## config.mk

```make
export PLATFORM = sky130hd
export DESIGN_NAME = overpressure_safety_supervisor
export DESIGN_NICKNAME = d
export VERILOG_FILES = /design/src/rtl/ops_pkg.sv /design/src/rtl/sample_sequencer.sv /design/src/rtl/duration_timer.sv /design/src/rtl/overpressure_safety_supervisor.sv
export SDC_FILE = /design/constraint.sdc
export NUM_CORES = 1
export LEC_CHECK = 0
export ABC_AREA = 1
export ABC_CLOCK_PERIOD_IN_PS = 7400
export BUFFER_PORTS_ARGS = -buffer_cell sky130_fd_sc_hd__buf_2
export CAP_MARGIN = 5
export CORE_MARGIN = 2
export CORE_UTILIZATION = 66
export CTS_CLUSTER_DIAMETER = 200
export CTS_CLUSTER_SIZE = 28
export DETAILED_ROUTE_END_ITERATION = 16
export GPL_TIMING_DRIVEN = 0
export PLACE_DENSITY = 0.86
export SYNTH_ARGS = -nofsm -noshare
export SYNTH_HDL_FRONTEND = slang
export SYNTH_SLANG_ARGS = --single-unit
```

## constraint.sdc

```tcl
create_clock -name i_mclk -period 7.4 [get_ports i_mclk]
set_input_delay 1.11 -clock i_mclk [delete_from_list [all_inputs] [get_ports i_mclk]]
set_output_delay 1.11 -clock i_mclk [all_outputs]
set_load 0.05 [all_outputs]
```

## src/rtl/ops_pkg.sv

```systemverilog
// Constants, encodings and carrier types of the over-pressure supervisor.
package ops_pkg;

    // Clock and conversion timing.
    localparam int unsigned CLK_HZ = 200_000_000;
    localparam int unsigned SAMPLE_HZ = 153_125;
    localparam int unsigned SAMPLE_CYCLES = CLK_HZ / SAMPLE_HZ;
    localparam int unsigned MS_PER_S = 1000;
    localparam int unsigned MS_CYCLES = CLK_HZ / MS_PER_S;

    // Converter scaling: ten-bit result against the analog rail.
    localparam int unsigned ADC_W = 10;
    localparam logic [9:0] ADC_FULL = 10'h3FF;
    localparam longint unsigned ADC_STEPS = 1024;
    localparam longint unsigned VREF_UV = 5_000_000;
    localparam longint unsigned SLOPE_UV_PER_MMHG = 12_440;
    localparam longint unsigned ZERO_NOM_UV = 100_000;
    localparam longint unsigned ZERO_TOL_UV = 67_500;

    // Microvolts to converter steps, rounded down.
    function automatic logic [10:0] uv_to_counts(input longint unsigned uv);
        longint unsigned c;
        c = (uv * ADC_STEPS) / VREF_UV;
        return c[10:0];
    endfunction

    // Pressure in mmHg to converter steps above zero.
    function automatic logic [10:0] mmhg_to_counts(input longint unsigned mmhg);
        return uv_to_counts(mmhg * SLOPE_UV_PER_MMHG);
    endfunction

    // Pressure limits per mode and the inflated-cuff level.
    localparam longint unsigned ADULT_LIMIT_MMHG = 300;
    localparam longint unsigned PEDI_LIMIT_MMHG = 200;
    localparam longint unsigned NEO_LIMIT_MMHG = 150;
    localparam longint unsigned ACTIVE_MMHG = 5;
    localparam logic [10:0] ADULT_LIMIT_CNT = mmhg_to_counts(ADULT_LIMIT_MMHG);
    localparam logic [10:0] PEDI_LIMIT_CNT = mmhg_to_counts(PEDI_LIMIT_MMHG);
    localparam logic [10:0] NEO_LIMIT_CNT = mmhg_to_counts(NEO_LIMIT_MMHG);
    localparam logic [10:0] ACTIVE_CNT = mmhg_to_counts(ACTIVE_MMHG);
    localparam logic [10:0] ZERO_NOM_CNT = uv_to_counts(ZERO_NOM_UV);
    localparam logic [10:0] ZERO_LO_CNT = uv_to_counts(ZERO_NOM_UV - ZERO_TOL_UV);
    localparam logic [10:0] ZERO_HI_CNT = uv_to_counts(ZERO_NOM_UV + ZERO_TOL_UV);

    // Measurement duration limits per mode, in milliseconds.
    localparam logic [16:0] ADULT_DUR_MS = 17'h1D4C0;
    localparam logic [16:0] PEDI_DUR_MS = 17'h15F90;
    localparam logic [16:0] NEO_DUR_MS = 17'h0EA60;

    // Zero averaging and trip debounce, in samples.
    localparam logic [3:0] ZERO_SAMPLES = 4'h8;
    localparam int unsigned ZERO_SHIFT = 3;
    localparam logic [2:0] TRIP_SAMPLES = 3'h4;

    // Mode codes from the primary and state codes back to it.
    localparam logic [3:0] MODE_IDLE = 4'h0;
    localparam logic [3:0] MODE_ADULT = 4'h1;
    localparam logic [3:0] MODE_PEDI = 4'h2;
    localparam logic [3:0] MODE_NEO = 4'h3;
    localparam logic [3:0] CODE_NOT_READY = 4'h0;
    localparam logic [3:0] CODE_FAULT = 4'hE;
    localparam logic [3:0] CODE_SHUTDOWN = 4'hF;

    // Register offsets and fields.
    localparam logic [3:0] REG_CTRL = 4'h0;
    localparam logic [3:0] REG_STATUS = 4'h1;
    localparam logic [3:0] REG_IRQ_STAT = 4'h2;
    localparam logic [3:0] REG_IRQ_MASK = 4'h3;
    localparam logic [3:0] REG_PRESSURE = 4'h4;
    localparam logic [3:0] REG_ZERO = 4'h5;
    localparam int unsigned CTRL_FORCE_TRIP = 0;
    localparam int unsigned IRQ_W = 6;
    localparam int unsigned IRQ_OVERPRESSURE = 0;
    localparam int unsigned IRQ_REF_FAIL = 1;
    localparam int unsigned IRQ_DURATION = 2;
    localparam int unsigned IRQ_ZERO_DONE = 3;
    localparam int unsigned IRQ_ZERO_FAULT = 4;
    localparam int unsigned IRQ_HOST_RESET = 5;
    localparam logic [15:0] CTRL_RST = 16'h0000;
    localparam logic [5:0] IRQ_MASK_RST = 6'h00;

    // Supervisor states, Gray coded along wait, zero, armed, shutdown.
    typedef enum logic [1:0] {
        ST_WAIT = 2'b00,
        ST_ZERO = 2'b01,
        ST_ARMED = 2'b11,
        ST_SHUTDOWN = 2'b10
    } sup_state_t;

    // Conversion request towards the converter.
    typedef struct packed {
        logic start;
        logic channel;
    } adc_req_t;

    // Conversion answer from the converter.
    typedef struct packed {
        logic done;
        logic [9:0] result;
    } adc_rsp_t;

    // One captured sample of a channel.
    typedef struct packed {
        logic valid;
        logic [9:0] value;
    } sample_t;

endpackage

```

## src/rtl/sample_sequencer.sv

```systemverilog
// Free-running conversion pacer alternating pressure and reference channels.
`timescale 1ns/1ps
module sample_sequencer import ops_pkg::*; #(
    parameter int unsigned PERIOD = SAMPLE_CYCLES
) (
    input wire logic i_mclk,
    input wire logic i_nrst,
    input wire logic i_ce,
    input wire adc_rsp_t i_adc_rsp,
    output adc_req_t o_adc_req,
    output sample_t o_press,
    output sample_t o_ref
);
    logic [11:0] period_reg;
    logic chan_reg;
    logic pend_reg;
    wire period_end = (period_reg == 12'(PERIOD - 1));

    // Conversions start at a fixed rate and never pause.
    always_ff @(posedge i_mclk or negedge i_nrst) begin
        if (!i_nrst) begin
            period_reg <= 12'h000;
            chan_reg <= 1'b0;
            pend_reg <= 1'b0;
            o_adc_req <= '0;
        end else if (i_ce) begin
            period_reg <= period_end ? 12'h000 : period_reg + 12'h001;
            o_adc_req.start <= period_end;
            if (period_end) begin
                o_adc_req.channel <= chan_reg;
                pend_reg <= chan_reg;
                chan_reg <= ~chan_reg;
            end
        end
    end

    // Each result goes to the channel that was requested.
    always_ff @(posedge i_mclk or negedge i_nrst) begin
        if (!i_nrst) begin
            o_press <= '0;
            o_ref <= '0;
        end else if (i_ce) begin
            o_press.valid <= i_adc_rsp.done && !pend_reg;
            o_ref.valid <= i_adc_rsp.done && pend_reg;
            if (i_adc_rsp.done && !pend_reg) begin
                o_press.value <= i_adc_rsp.result;
            end
            if (i_adc_rsp.done && pend_reg) begin
                o_ref.value <= i_adc_rsp.result;
            end
        end
    end
endmodule

```

## src/rtl/duration_timer.sv

```systemverilog
// Millisecond measurement timer with a limit comparison.
`timescale 1ns/1ps
module duration_timer import ops_pkg::*; #(
    parameter int unsigned TICK_CYCLES = MS_CYCLES
) (
    input wire logic i_mclk,
    input wire logic i_nrst,
    input wire logic i_ce,
    input wire logic i_run,
    input wire logic [16:0] i_limit_ms,
    output logic o_expired
);
    logic [23:0] tick_reg;
    logic [16:0] ms_reg;
    wire tick = (tick_reg == 24'(TICK_CYCLES - 1));

    // Counts whole milliseconds while running and restarts when stopped.
    always_ff @(posedge i_mclk or negedge i_nrst) begin
        if (!i_nrst) begin
            tick_reg <= 24'h000000;
            ms_reg <= 17'h00000;
            o_expired <= 1'b0;
        end else if (i_ce) begin
            if (!i_run) begin
                tick_reg <= 24'h000000;
                ms_reg <= 17'h00000;
            end else begin
                tick_reg <= tick ? 24'h000000 : tick_reg + 24'h000001;
                if (tick && ms_reg != 17'h1FFFF) begin
                    ms_reg <= ms_reg + 17'h00001;
                end
            end
            o_expired <= i_run && (ms_reg > i_limit_ms);
        end
    end
endmodule

```

## src/rtl/overpressure_safety_supervisor.sv

```systemverilog
// Independent cuff over-pressure supervisor with latched power-cut shutdown.
//
// Overview of operation
// - Supervisor cuts switched actuator power on uncorrected over-pressure, independent of primary.
// - Shutdown latches; only a full power cycle leaves it.
// - Primary software or board reset never releases the supervisor's shutdown.
// - In shutdown the active-low power enable output is driven high.
// - Conversions at 153.125 kHz alternate transducer and reference, each pressure result checked against limit.
// - Primary presents mode; state code answers only when fault free, limited, zeroed.
// - Backup transducer zero is taken at 0 mmHg before the duration timer runs.
// - A full-scale reading of the 2.5 V reference means reference failure.
// - Backup pressure uses 12.44 mV per mmHg, about 100 mV at zero.
// - The supervisor never sleeps; monitoring runs continuously.
`timescale 1ns/1ps
module overpressure_safety_supervisor import ops_pkg::*; #(
    parameter int unsigned PERIOD = SAMPLE_CYCLES,
    parameter int unsigned TICK_CYCLES = MS_CYCLES
) (
    input wire logic i_mclk,
    input wire logic i_nrst,
    input wire logic i_ce,
    input wire logic i_host_reset_n,
    input wire logic [3:0] i_meas_mode_code,
    output logic [3:0] o_supervisor_state_code,
    output logic o_power_cut_enable_n,
    output adc_req_t o_adc_req,
    input wire adc_rsp_t i_adc_rsp,
    input wire logic [3:0] i_reg_addr,
    input wire logic [15:0] i_reg_wdata,
    input wire logic i_reg_wr,
    input wire logic i_reg_rd,
    output logic [15:0] o_reg_rdata,
    output logic o_irq
);

    // Pressure limit above zero for a mode, in converter steps.
    function logic [10:0] mode_limit(input logic [3:0] mode);
        case (mode)
            MODE_PEDI: mode_limit = PEDI_LIMIT_CNT;
            MODE_NEO: mode_limit = NEO_LIMIT_CNT;
            default: mode_limit = ADULT_LIMIT_CNT;
        endcase
    endfunction

    // Measurement duration limit for a mode, in milliseconds.
    function logic [16:0] mode_duration(input logic [3:0] mode);
        case (mode)
            MODE_PEDI: mode_duration = PEDI_DUR_MS;
            MODE_NEO: mode_duration = NEO_DUR_MS;
            default: mode_duration = ADULT_DUR_MS;
        endcase
    endfunction

    // True for a mode code that asks for a measurement.
    function logic mode_known(input logic [3:0] mode);
        mode_known = (mode == MODE_ADULT) || (mode == MODE_PEDI) || (mode == MODE_NEO);
    endfunction

    sup_state_t state_reg;
    sup_state_t state_next;
    logic [3:0] mode_reg;
    logic [9:0] zero_reg;
    logic [12:0] zero_acc_reg;
    logic [3:0] zero_cnt_reg;
    logic zero_fault_reg;
    logic [2:0] trip_cnt_reg;
    logic [3:0] cause_reg;
    logic [9:0] last_press_reg;
    logic host_rst_prev_reg;
    logic [15:0] ctrl_reg;
    logic [IRQ_W-1:0] irq_stat_reg;
    logic [IRQ_W-1:0] irq_mask_reg;
    logic [IRQ_W-1:0] irq_events;
    sample_t press;
    sample_t refs;
    logic dur_expired;

    // Converter pacing and channel steering.
    sample_sequencer #(
        .PERIOD(PERIOD)
    ) u_seq (
        .i_mclk(i_mclk),
        .i_nrst(i_nrst),
        .i_ce(i_ce),
        .i_adc_rsp(i_adc_rsp),
        .o_adc_req(o_adc_req),
        .o_press(press),
        .o_ref(refs)
    );

    // Limit checks; before arming the adult limit at nominal zero applies.
    wire armed = (state_reg == ST_ARMED);
    wire [10:0] base = armed ? {1'b0, zero_reg} : ZERO_NOM_CNT;
    wire [10:0] active_limit = armed ? mode_limit(mode_reg) : ADULT_LIMIT_CNT;
    wire [10:0] trip_thresh = base + active_limit;
    wire [10:0] inflate_thresh = base + ACTIVE_CNT;
    wire over_sample = press.valid && ({1'b0, press.value} > trip_thresh);
    wire cuff_inflated = ({1'b0, last_press_reg} > inflate_thresh);

    // Duration timer runs once zeroed and with the cuff inflated.
    duration_timer #(
        .TICK_CYCLES(TICK_CYCLES)
    ) u_dur (
        .i_mclk(i_mclk),
        .i_nrst(i_nrst),
        .i_ce(i_ce),
        .i_run(armed && cuff_inflated),
        .i_limit_ms(mode_duration(mode_reg)),
        .o_expired(dur_expired)
    );

    // Trip sources, each forcing the latched shutdown.
    wire op_trip = over_sample && (trip_cnt_reg == TRIP_SAMPLES - 3'h1);
    wire ref_trip = refs.valid && (refs.value == ADC_FULL);
    wire dur_trip = armed && dur_expired;
    wire force_trip = ctrl_reg[CTRL_FORCE_TRIP];
    wire trip_any = op_trip || ref_trip || dur_trip || force_trip;

    // Zero averaging over a fixed number of pressure samples.
    wire [12:0] zero_sum = zero_acc_reg + {3'b000, press.value};
    wire [9:0] zero_avg = zero_sum[ZERO_SHIFT +: 10];
    wire zero_last = (state_reg == ST_ZERO) && press.valid
                     && (zero_cnt_reg == ZERO_SAMPLES - 4'h1);
    wire zero_ok = ({1'b0, zero_avg} >= ZERO_LO_CNT) && ({1'b0, zero_avg} <= ZERO_HI_CNT);
    wire mode_valid = mode_known(i_meas_mode_code);
    wire host_reset_fall = host_rst_prev_reg && !i_host_reset_n;

    // Next state; shutdown has no exit and host reset never reaches it.
    always_comb begin
        state_next = state_reg;
        case (state_reg)
            ST_WAIT: begin
                if (!zero_fault_reg && mode_valid && i_host_reset_n) begin
                    state_next = ST_ZERO;
                end
            end
            ST_ZERO: begin
                if (!i_host_reset_n || i_meas_mode_code != mode_reg) begin
                    state_next = ST_WAIT;
                end else if (zero_last) begin
                    state_next = zero_ok ? ST_ARMED : ST_WAIT;
                end
            end
            ST_ARMED: begin
                if (!i_host_reset_n || i_meas_mode_code != mode_reg) begin
                    state_next = ST_WAIT;
                end
            end
            ST_SHUTDOWN: state_next = ST_SHUTDOWN;
            default: state_next = ST_SHUTDOWN;
        endcase
        if (trip_any) begin
            state_next = ST_SHUTDOWN;
        end
    end

    // State register, cleared only by the supervisor's own reset.
    always_ff @(posedge i_mclk or negedge i_nrst) begin
        if (!i_nrst) begin
            state_reg <= ST_WAIT;
        end else if (i_ce) begin
            state_reg <= state_next;
        end
    end

    // Mode capture, zero calibration and zero fault.
    always_ff @(posedge i_mclk or negedge i_nrst) begin
        if (!i_nrst) begin
            mode_reg <= MODE_IDLE;
            zero_reg <= 10'h000;
            zero_acc_reg <= 13'h0000;
            zero_cnt_reg <= 4'h0;
            zero_fault_reg <= 1'b0;
        end else if (i_ce) begin
            if (state_reg == ST_WAIT) begin
                mode_reg <= i_meas_mode_code;
                zero_acc_reg <= 13'h0000;
                zero_cnt_reg <= 4'h0;
                if (i_meas_mode_code == MODE_IDLE) begin
                    zero_fault_reg <= 1'b0;
                end
            end else if (state_reg == ST_ZERO && press.valid) begin
                zero_acc_reg <= zero_sum;
                zero_cnt_reg <= zero_cnt_reg + 4'h1;
                if (zero_last) begin
                    zero_reg <= zero_avg;
                    zero_fault_reg <= !zero_ok;
                end
            end
        end
    end

    // Consecutive over-limit count, last pressure and shutdown cause.
    always_ff @(posedge i_mclk or negedge i_nrst) begin
        if (!i_nrst) begin
            trip_cnt_reg <= 3'h0;
            last_press_reg <= 10'h000;
            cause_reg <= 4'h0;
        end else if (i_ce) begin
            if (press.valid) begin
                trip_cnt_reg <= over_sample ? trip_cnt_reg + 3'h1 : 3'h0;
                last_press_reg <= press.value;
            end
            if (state_reg != ST_SHUTDOWN) begin
                cause_reg <= {force_trip, dur_trip, ref_trip, op_trip};
            end
        end
    end

    // Power-cut enable and state code; power stays cut once shut down.
    always_ff @(posedge i_mclk or negedge i_nrst) begin
        if (!i_nrst) begin
            o_power_cut_enable_n <= 1'b1;
            o_supervisor_state_code <= CODE_NOT_READY;
            host_rst_prev_reg <= 1'b1;
        end else if (i_ce) begin
            o_power_cut_enable_n <= (state_next == ST_SHUTDOWN);
            host_rst_prev_reg <= i_host_reset_n;
            if (state_next == ST_SHUTDOWN) begin
                o_supervisor_state_code <= CODE_SHUTDOWN;
            end else if (zero_fault_reg || (zero_last && !zero_ok)) begin
                o_supervisor_state_code <= CODE_FAULT;
            end else if (state_next == ST_ARMED) begin
                o_supervisor_state_code <= mode_reg;
            end else begin
                o_supervisor_state_code <= CODE_NOT_READY;
            end
        end
    end

    // Interrupt events and register decode.
    always_comb begin
        irq_events = '0;
        irq_events[IRQ_OVERPRESSURE] = op_trip;
        irq_events[IRQ_REF_FAIL] = ref_trip;
        irq_events[IRQ_DURATION] = dur_trip;
        irq_events[IRQ_ZERO_DONE] = zero_last && zero_ok;
        irq_events[IRQ_ZERO_FAULT] = zero_last && !zero_ok;
        irq_events[IRQ_HOST_RESET] = host_reset_fall;
    end
    wire wr_ctrl = i_reg_wr && (i_reg_addr == REG_CTRL);
    wire wr_stat = i_reg_wr && (i_reg_addr == REG_IRQ_STAT);
    wire wr_mask = i_reg_wr && (i_reg_addr == REG_IRQ_MASK);
    wire [IRQ_W-1:0] w1c = wr_stat ? i_reg_wdata[IRQ_W-1:0] : '0;
    wire [15:0] status_word = {cause_reg, o_supervisor_state_code, 6'h00, state_reg};
    wire [15:0] rd_mux =
        (i_reg_addr == REG_CTRL) ? ctrl_reg :
        (i_reg_addr == REG_STATUS) ? status_word :
        (i_reg_addr == REG_IRQ_STAT) ? {10'h000, irq_stat_reg} :
        (i_reg_addr == REG_IRQ_MASK) ? {10'h000, irq_mask_reg} :
        (i_reg_addr == REG_PRESSURE) ? {6'h00, last_press_reg} :
        (i_reg_addr == REG_ZERO) ? {6'h00, zero_reg} : 16'h0000;

    // Control, sticky status with set winning over clear, mask and read data.
    always_ff @(posedge i_mclk or negedge i_nrst) begin
        if (!i_nrst) begin
            ctrl_reg <= CTRL_RST;
            irq_stat_reg <= '0;
            irq_mask_reg <= IRQ_MASK_RST;
            o_reg_rdata <= 16'h0000;
            o_irq <= 1'b0;
        end else if (i_ce) begin
            if (wr_ctrl) begin
                ctrl_reg <= {15'h0000, i_reg_wdata[CTRL_FORCE_TRIP]};
            end
            if (wr_mask) begin
                irq_mask_reg <= i_reg_wdata[IRQ_W-1:0];
            end
            irq_stat_reg <= (irq_stat_reg & ~w1c) | irq_events;
            o_reg_rdata <= i_reg_rd ? rd_mux : 16'h0000;
            o_irq <= |(((irq_stat_reg & ~w1c) | irq_events) & irq_mask_reg);
        end
    end

endmodule

```

# Yosys cells after proc, flatten, opt, wreduce, memory -nomap -nowiden
# Index checks and enable logic that the tools add are counted.
# word_totals
output_inout_bits,24
ff_bits,166
in_bits,41
wordCells,157
# classes
bitwise_logic,6
eq_ne,25
n_lt_le_gt_ge,5
addsub,8
n_reduce_logical,49
muxes,36
# op_table
op,count
$mux 10,5
$mux 16,3
$mux 24,2
$mux 17,2
$pmux 17 s2,1
$mux 13,2
$add 24x1->24 const B,1
$eq 24x18->1 const B,1
$eq 4x2->1 const B,6
$gt 10x11->1,2
$logic_and 1x1->1,20
$mux 4,5
$pmux 10 s2,1
$reduce_and 2->1,10
$add 17x1->17 const B,1
$gt 17x17->1,1
$ne 17x17->1 const B,1
$add 13x10->13,1
$add 12x1->12 const B,1
$and 6x6->6,2
$eq 12x11->1 const B,1
$eq 4x3->1 const B,3
$mux 12,1
$mux 2,6
29 further kinds,50

# Longest topological paths before layout
# Gate-level depths: netlist of run 1.
# logic_depth
word_depth,15
depth_mapped,25
depth_no_buf,25

# Cells and area by module
# Synthesis of run 1 repeated with hierarchy kept, for this count alone.
# unflattened
cells_unflattened,1433
area_unflattened_um2,10581.4
# by_module_without_submodules
module,n_inst,cells_per_inst,area_per_inst_um2
overpressure_safety_supervisor,1,756,5657.9
duration_timer,1,493,3266.9
sample_sequencer,1,184,1656.6

# Worst setup path after synthesis of run 1
# No wires, ideal clock.
# synth_path
kind,register -> register
from,reg mode_reg[1]
to,reg o_supervisor_state_code[1]
setup_slack_ns,3.925
setup_ns,0.132
path_stages_with_launch,24
path_buffers,0
required_ns,7.268
arrival_time_ns,3.343
cell_sequence,dfrtp_1 -> inv_1 -> nor3_1 -> inv_1 -> nor2_1 -> inv_1 -> nor2_1 -> ha_1 -> fa_1 -> nor2_1 -> nand3_2 -> nor2_1 -> o21bai_1 -> xor2_1 -> ha_1 -> nand2_1 -> o311ai_0 -> nor2_2 -> nand3_2 -> nand2_1 -> inv_1 -> nand2_1 -> nor3_1 -> a21oi_1
# synth_via
elab_chain_cells,15
# synth_lines
item,line_no,text
from (decl),overpressure_safety_supervisor.sv:61,logic [3:0] mode_reg;
from (signal assigned),overpressure_safety_supervisor.sv:176,mode_reg <= i_meas_mode_code;
$eq 4x2->1,overpressure_safety_supervisor.sv:38,case (mode)
$pmux 10 s2,overpressure_safety_supervisor.sv:38,
$mux 11,overpressure_safety_supervisor.sv:94,wire [10:0] active_limit = armed ? mode_limit(mode_reg) : ADULT_LIMIT_CNT;
$add 10x11->11,overpressure_safety_supervisor.sv:95,wire [10:0] trip_thresh = base + active_limit;
$gt 10x11->1,overpressure_safety_supervisor.sv:97,"wire over_sample = press.valid && ({1'b0, press.value} > trip_thresh);"
$logic_and 1x1->1,overpressure_safety_supervisor.sv:97,
$logic_and 1x1->1,overpressure_safety_supervisor.sv:113,wire op_trip = over_sample && (trip_cnt_reg == TRIP_SAMPLES - 3'h1);
$logic_or 1x1->1 (3 in a row),overpressure_safety_supervisor.sv:117,wire trip_any = op_trip || ref_trip || dur_trip || force_trip;
$mux 2,overpressure_safety_supervisor.sv:152,if (trip_any) begin
$eq 2x2->1,overpressure_safety_supervisor.sv:223,end else if (state_next == ST_ARMED) begin
$mux 4,overpressure_safety_supervisor.sv:223,
$mux 4,overpressure_safety_supervisor.sv:221,end else if (zero_fault_reg || (zero_last && !zero_ok)) begin
$mux 4 *,overpressure_safety_supervisor.sv:219,if (state_next == ST_SHUTDOWN) begin
to (signal assigned),overpressure_safety_supervisor.sv:224,o_supervisor_state_code <= mode_reg;
to (decl),overpressure_safety_supervisor.sv:24,"output logic [3:0] o_supervisor_state_code,"
# Every way passes the cells marked *; elsewhere a longest branch is shown, timed or not.
# A chain may end at the register's enable or synchronous reset.

# Worst setup path in the final report of run 1
# layout_path
from,reg state_reg[1]
to,reg o_supervisor_state_code[3]
# layout_via
elab_chain_cells,14
# layout_lines
item,line_no,text
from (decl),overpressure_safety_supervisor.sv:59,sup_state_t state_reg;
from (signal assigned),overpressure_safety_supervisor.sv:162,state_reg <= state_next;
$eq 2x2->1,"overpressure_safety_supervisor.sv:92, overpressure_safety_supervisor.sv:131",
$mux 10 / $mux 11 (equally long branches),"overpressure_safety_supervisor.sv:93, overpressure_safety_supervisor.sv:94",
$add 10x11->11,overpressure_safety_supervisor.sv:95,
$gt 10x11->1,overpressure_safety_supervisor.sv:97,
$logic_and 1x1->1,overpressure_safety_supervisor.sv:97,
$logic_and 1x1->1,overpressure_safety_supervisor.sv:113,
$logic_or 1x1->1 (3 in a row),overpressure_safety_supervisor.sv:117,
$mux 2,overpressure_safety_supervisor.sv:152,
$eq 2x2->1,overpressure_safety_supervisor.sv:223,
$mux 4,overpressure_safety_supervisor.sv:223,
$mux 4,overpressure_safety_supervisor.sv:221,
$mux 4 *,overpressure_safety_supervisor.sv:219,
# Marks and branches as above.

==> results.py, run 1 <==
metrics = {
    "status": {
        "outcome": "complete, no violations",
    },
    "clock_network": {
        "cts_buffer_depth": 2,
        "cts-root-buf": "clkbuf_16",
        "cts_setup_buffers": 0,
        "cts_tree": "yes",
        "insertion_delay_ns": 0.43,
        "cts.sinks": 166,
        "numCtsBuffers": 17,
        "cts_resized": 0,
        "htree_num_levels": 4,
        "cts.reportedPaths.clkPinSlew_ns": 0.06,
        "postCtsHoldBufs": 0,
    },
    "route": {
        "wl_um": 24400,
        "first_iter_violations": 898,
        "final_antenna_net_count": 0,
        "drc_errors": 0,
        "firstDrtPassIters": 5,
        "viasPerCell": 5.92,
        "wl_per_cell_um": 16.1,
        "vias": 8977,
    },
    "final_layout": {
        "n_antenna_cell": 0,
        "nFillCells": 1085,
        "drive_above_1_share_pct": 9.60,
        "area_growth_pct": 11.0,
        "multi_input_area_mm2": 0.00493,
        "layout.nets": 1420,
        "layout.cells.non_filler": 1517,
        "largest_register_ffs": 24,
        "seqCellArea_mm2": 0.00416,
    },
    "setup_path": {
        "reg2reg_to": "o_supervisor_state_code[3]",
        "start_kind": "flip-flop",
        "endpoint": "o_supervisor_state_code[3]",
        "cp.buffers_inverters": 3,
        "arrival_ns": 4.46,
        "crit_path_start": "state_reg[1]",
        "critical_path.max_stage_delay_ns": 0.53,
        "crit_cells": 21,
        "crit_family": "simple AND/OR/NAND/NOR gates",
        "rr_worst_depth": 21,
        "cpMaxStageDelayCell": "dfrtp_1",
        "rrSetupSlack_ns": 3.25,
        "path_max_fanout": 10,
        "end_kind": "flip-flop",
        "crit_type": "reg2reg",
        "critical_path.cell_chain": "nand2_4 -> buf_6 -> nor2_1 -> inv_1 -> nor2_1 -> ha_1 -> a31oi_2 -> nand3_1 -> xor2_1 -> ha_1 -> nand2_1 -> nor2_1 -> nand3_1 -> o311ai_0 -> nor2_2 -> nand3_2 -> nand2_1 -> inv_1 -> nand2_1 -> nor3_1 -> a21oi_1",
        "required_ns": 7.71,
        "timing.rr.start": "state_reg[1]",
    },
    "yosys": {
        "ys.flop_type": "dfrtp_1",
        "netlist_instances": 1247,
        "synth_seq_cells": 166,
        "yosys-top-cells-area": "dfrtp_1 (42%), nand2_1 (12%), ha_1 (7.2%)",
        "avgSynthCellArea_um2": 7.90,
        "synthDistinctLibCells": 58,
        "yosys_warnings": 0,
        "synth-edff-count": 0,
        "yosysTopAreaCell": "dfrtp_1",
        "yosysSeqAreaShare_pct": 42.2,
        "synth_top_area_share_pct": 41.6,
        "netlist_area_mm2": 0.00986,
        "synth-async-reset-ratio_pct": 100,
        "syn-num-nets": 1347,
    },
    "timing": {
        "skew_ns": 0.00797,
        "tns_ns": 0,
        "fin_crit_sh_pct": 56.1,
        "slew_viol_final": 0,
        "relSlewSlack_pct": 55.2,
        "fmax_ghz": 0.241,
        "rsz0062_at_grt": "false",
        "setup_ws_ns": 3.25,
        "setup_viol": 0,
        "period_needed_ns": 4.15,
        "final-hold-violation-count": 0,
        "worstMarginPinSlew_ns": 0.671,
    },
    "placement": {
        "dp.final_hpwl_um": 18100,
        "dp_cells": 1485,
        "gp_congestion": 0.933,
        "io_buffers": 53,
        "pre_cts_ws_ns": 3.29,
    },
    "global_routing": {
        "grt_pass1_wl_um": 40800,
        "gr-total-overflow": 0,
        "grtUsageTotal_pct": 31.8,
        "antenna_found_initial": 0,
        "grt_max_degree": 88,
        "grt_pass1_vias": 8381,
    },
    "die": {
        "die_h_um": 126,
        "die-area_mm2": 0.0159,
        "die_x_um": 126,
        "start_util_pct": 67.6,
        "core_mm2": 0.0146,
        "row_count": 44,
        "io_pins": 65,
    },
    "worst_hold_path": {
        "min_path_type": "reg2reg",
        "min-delay-start": "u_dur.o_expired",
    },
    "pwr": {
        "leakagePower_nw": 5.41,
        "peakVddDrop_mv": 0.225,
        "power_density_mw_per_mm2": 236,
    },
    "flow_run": {
        "cap_violations": 0,
    },
}
[metrics by stage]
stage	power (mW)	area, um2	hold WS (ns)	utilization (%)
after floorplan	1.54	9860	0.442	-
after global placement	1.71	10400	0.459	71.0
after detailed placement	1.73	10400	0.461	71.2
after CTS	2.57	10900	0.481	75.0
after global routing	2.71	10900	0.495	75.0
final	2.58	10900	0.476	75.0
[layout make-up]
class	instances	share of cell area [%]
sequential	166	38.0
multi-input combinational	883	45.1
timing repair buffer	54	2.77
clock inverter	11	0.915
buffer	25	1.10
inverter	173	5.95
clock buffer	21	4.12
tap	184	2.10
[power by group]
| group | leakage [nW] | internal (mW) | switching (mW) | total [mW] |
|---|---|---|---|---|
| sequential | 2.17 | 1.01 | 0.113 | 1.13 |
| combinational | 2.97 | 0.198 | 0.411 | 0.609 |
| clock | 0.268 | 0.473 | 0.373 | 0.846 |
[layout by cell type, fill, tap and decap left out, types with 3 or more instances in the layout]
cell	synthesis	final
nor3_1	19	19
clkbuf_16	0	17
a22o_1	5	5
o22ai_1	14	14
nand2_1	318	318
nor2_1	95	95
xor2_1	36	36
buf_2	3	55
clkinv_1	3	3
nand2_4	4	4
o41ai_1	5	5
nor2_4	3	3
nand4_1	23	23
a31oi_1	3	3
nor3_2	3	3
xnor2_1	6	6
inv_1	164	164
o21ai_0	98	98
o32ai_1	4	4
clkinv_2	1	5
a32o_1	6	6
nand2_2	5	5
nor2_2	4	4
buf_1	4	4
a21oi_1	49	49
inv_2	5	5
a221oi_1	4	4
nand3_1	54	54
nor4_1	13	13
o31ai_1	13	13
o221ai_1	3	3
inv_6	0	3
o21ai_1	9	9
dfrtp_1	164	164
clkbuf_1	14	17
ha_1	57	57
nand3_2	4	4
[cells by family after synthesis]
family	after synthesis	share of synthesized area [%]
AND/OR/NAND/NOR	555	24.9
multiplexers	1	0.102
flip-flops	166	42.2
XOR/XNOR	42	3.73
adder cells (fa/ha/maj)	59	7.64
buffers and inverters	198	7.82
AO/OA/AOI/OAI	226	13.6
[synthesized netlist by cell type (5+ instances only)]
cell	count
nor3_1	19
inv_2	5
a32o_1	6
nand3_1	54
nand4_1	23
o41ai_1	5
a21oi_1	49
o21ai_1	9
inv_1	164
nand2_1	318
a22o_1	5
dfrtp_1	164
nand2_2	5
ha_1	57
clkbuf_1	14
nor2_1	95
o21ai_0	98
o31ai_1	13
nor4_1	13
xnor2_1	6
o22ai_1	14
xor2_1	36
[metal layers]
| metal | up-vias | GRT usage [%] | wire [um] |
|---|---|---|---|
| met5 | - | 0 | 0 |
| met3 | 51 | 5.61 | 1740 |
| li1 | 4288 | - | - |
| met4 | 0 | 9.95 | 508 |
| met1 | 4245 | 46.1 | 11100 |
| met2 | 393 | 49.2 | 11100 |
[worst min-delay path by stage]
stage                                    end  cells after the start
after floorplan               u_seq.chan_reg                      1
after global placement        u_seq.chan_reg                      1
after detailed placement  u_seq.o_adc_req[1]                      2
after CTS                    u_dur.o_expired                      2
after global routing          u_seq.chan_reg                      1
final                        u_dur.o_expired                      2
[worst reg2reg max path, cell delays in order, from the launching register on]
cell and delay, ns:
dfrtp_1 0.53, nand2_4 0.15, buf_6 0.19, nor2_1 0.22, inv_1 0.09, nor2_1 0.23, ha_1 0.30, a31oi_2 0.27
nand3_1 0.12, xor2_1 0.16, ha_1 0.28, nand2_1 0.06, nor2_1 0.14, nand3_1 0.10, o311ai_0 0.37, nor2_2 0.09
nand3_2 0.13, nand2_1 0.06, inv_1 0.09, nand2_1 0.07, nor3_1 0.27, a21oi_1 0.12
Power figures use the tool's default switching activity.
==> inputs of run 2 (changes only) <==
- ABC_CLOCK_PERIOD_IN_PS: 7400 -> 3540
- CORE_UTILIZATION: 66 -> 56
- PLACE_DENSITY: 0.86 -> 0.78
- clock period: 7.4 -> 3.54 ns (I/O delays scaled with it)
==> run 2 against run 1 <==
The run now ends with negative setup slack left. Combinational power is 140% higher. Sequential power grew 110%. Global-route usage down 3.5 points. Design area increased by 4.1%. Clock power is 110% higher. Clock skew grew 0.0010 ns. Core utilization is 8.9 points lower. Maximum frequency increased by 16%. Sequential cell count did not move. Critical path depth grew 2. First-iteration DRC count fell by 5.0%. Largest cell class unchanged. Largest power group unchanged.
==> results.py, run 2 (synthesis results as in run 1) <==
metrics = {
    "status": {
        "outcome": "finished, violations left",
        "violations": "negative setup slack",
    },
    "route": {
        "first_iter_violations": 853,
        "viasPerCell": 5.67,
        "drc_errors": 0,
        "wl_um": 25900,
        "wl_per_cell_um": 16.4,
        "firstDrtPassIters": 5,
        "final_antenna_net_count": 0,
        "vias": 8977,
    },
    "timing": {
        "period_needed_ns": 3.58,
        "setup_ws_ns": -0.0431,
        "fmax_ghz": 0.279,
        "fin_crit_sh_pct": 101,
        "worstMarginPinSlew_ns": 0.731,
        "rsz0062_at_grt": "true",
        "final-hold-violation-count": 0,
        "tns_ns": -0.145,
        "fin_hold_ws_ns": 0.355,
        "relSlewSlack_pct": 51.3,
        "setup_viol": 5,
        "skew_ns": 0.00899,
        "slew_viol_final": 0,
    },
    "global_routing": {
        "grt_pass1_vias": 8335,
        "grt_pass1_wl_um": 41400,
        "antenna_found_initial": 0,
        "grt_max_degree": 121,
        "gr-total-overflow": 0,
        "grtUsageTotal_pct": 28.3,
    },
    "clock_network": {
        "cts-root-buf": "clkbuf_16",
        "numCtsBuffers": 17,
        "htree_num_levels": 4,
        "cts.sinks": 166,
        "cts_tree": "yes",
        "cts.reportedPaths.clkPinSlew_ns": 0.06,
        "insertion_delay_ns": 0.44,
        "cts_buffer_depth": 2,
    },
    "setup_path": {
        "path_max_fanout": 4,
        "required_ns": 3.86,
        "timing.rr.start": "mode_reg[1]",
        "start_kind": "flip-flop",
        "critical_path.cell_chain": "inv_2 -> nor3_2 -> inv_2 -> nor2_2 -> inv_2 -> nor2_1 -> ha_2 -> fa_2 -> nor2_4 -> nand3_4 -> nor2_4 -> o21bai_4 -> xor2_1 -> ha_1 -> nand2_2 -> o311ai_4 -> nor2_4 -> nand3_4 -> nand2_2 -> inv_4 -> nand2_2 -> nor3_4 -> a21oi_1",
        "crit_path_start": "mode_reg[1]",
        "crit_type": "reg2reg",
        "end_kind": "flip-flop",
        "critical_path.max_stage_delay_ns": 0.39,
        "arrival_ns": 3.90,
        "cpMaxStageDelayCell": "dfrtp_1",
    },
    "die": {
        "io_pins": 65,
        "start_util_pct": 57.2,
        "die-area_mm2": 0.0187,
        "core_mm2": 0.0172,
        "row_count": 48,
        "die_x_um": 137,
        "die_h_um": 137,
    },
    "pwr": {
        "peakVddDrop_mv": 0.450,
        "switching_share_pct": 35.9,
        "totalPowerFinal_mw": 5.59,
        "switchingPower_mw": 2.01,
        "leakagePower_nw": 5.54,
        "clkPwrFrac_pct": 31.8,
        "power_frac_seq_pct": 42.0,
        "power_density_mw_per_mm2": 491,
        "pwr-share-comb_pct": 26.2,
        "power.internal_mw": 3.59,
    },
    "placement": {
        "dp.final_hpwl_um": 18400,
        "pre_cts_ws_ns": -0.716,
        "gp_congestion": 0.942,
        "io_buffers": 53,
        "dp_cells": 1526,
        "place_area_mm2": 0.0104,
    },
    "final_layout": {
        "nFillCells": 1366,
        "finish.utilization_pct": 66.1,
        "layout.cells.non_filler": 1583,
        "drive_above_1_share_pct": 14.0,
        "n_antenna_cell": 0,
        "seqCellArea_mm2": 0.00416,
        "layout.nets": 1445,
        "multi_input_area_mm2": 0.00512,
        "area_growth_pct": 15.5,
        "fin_area_mm2": 0.0114,
        "largest_register_ffs": 24,
        "final_common_cell": "nand2_1",
        "layout_common_cells": "nand2_1 (311), dfrtp_1 (162), inv_1 (158), o21ai_0 (94), nor2_1 (89)",
    },
    "worst_hold_path": {
        "min_path_type": "in2reg",
        "min-delay-start": "i_host_reset_n",
    },
    "flow_run": {
        "cap_violations": 0,
    },
}
## run 2: layout make-up
type	count	share of cell area, %
Multi-Input combinational cell	883	45.0
Tap cell	225	2.47
Clock inverter	15	1.15
Inverter	173	5.78
Sequential cell	166	36.5
Clock buffer	17	3.74
Timing Repair Buffer	80	4.43
Buffer	24	0.956
## run 2: layer usage
metal  vias up  routed length (um)  part of all wire [%]  global-route usage (%)
met5         -                   0                     0                       0
li1       4326                   -                     -                       -
met4         0                 771                   3.0                    10.6
met3        66                1880                   7.3                    5.04
met1      4214               11600                    45                    39.4
met2       371               11700                    45                    44.2
## run 2: power by group through the flow
stage	clock, mW	sequential [mW]	combinational [mW]
after floorplan	0	2.40	0.823
after global placement	0	2.37	1.20
after detailed placement	0	2.38	1.26
after CTS	1.79	2.34	1.35
after global routing	1.87	2.37	1.62
final	1.78	2.35	1.47
## run 2: worst paths after layout
path,to,slack (ns),cells after the start
worst max-delay path,o_supervisor_state_code[3],-0.04,23
worst min-delay path,host_rst_prev_reg,0.36,3
worst max register to register,o_supervisor_state_code[3],-0.04,23
worst min register to register,u_seq.chan_reg,0.48,1
max in group asynchronous,state_reg[1],2.08,3
min in group asynchronous,o_reg_rdata[6],0.57,2
## run 2: critical path: cells and delay by family, from the launching register on
family | cells | cell delay (ns)
fa+ha+maj | 3 | 0.89
buf+inv | 4 | 0.32
flops | 1 | 0.39
xor+xnor | 1 | 0.15
simple gates | 12 | 1.18
compound gates | 3 | 0.49
## run 2: repair_timing
action / in CTS / in global routing
gates resized for setup: 19 / 38
hold buffers: 1 / 0
pin swaps: 9 / 20
hold endpoints to repair: 8 / 0
buffers inserted: 15 / 10
endpoints found under the setup margin: 13 / 48
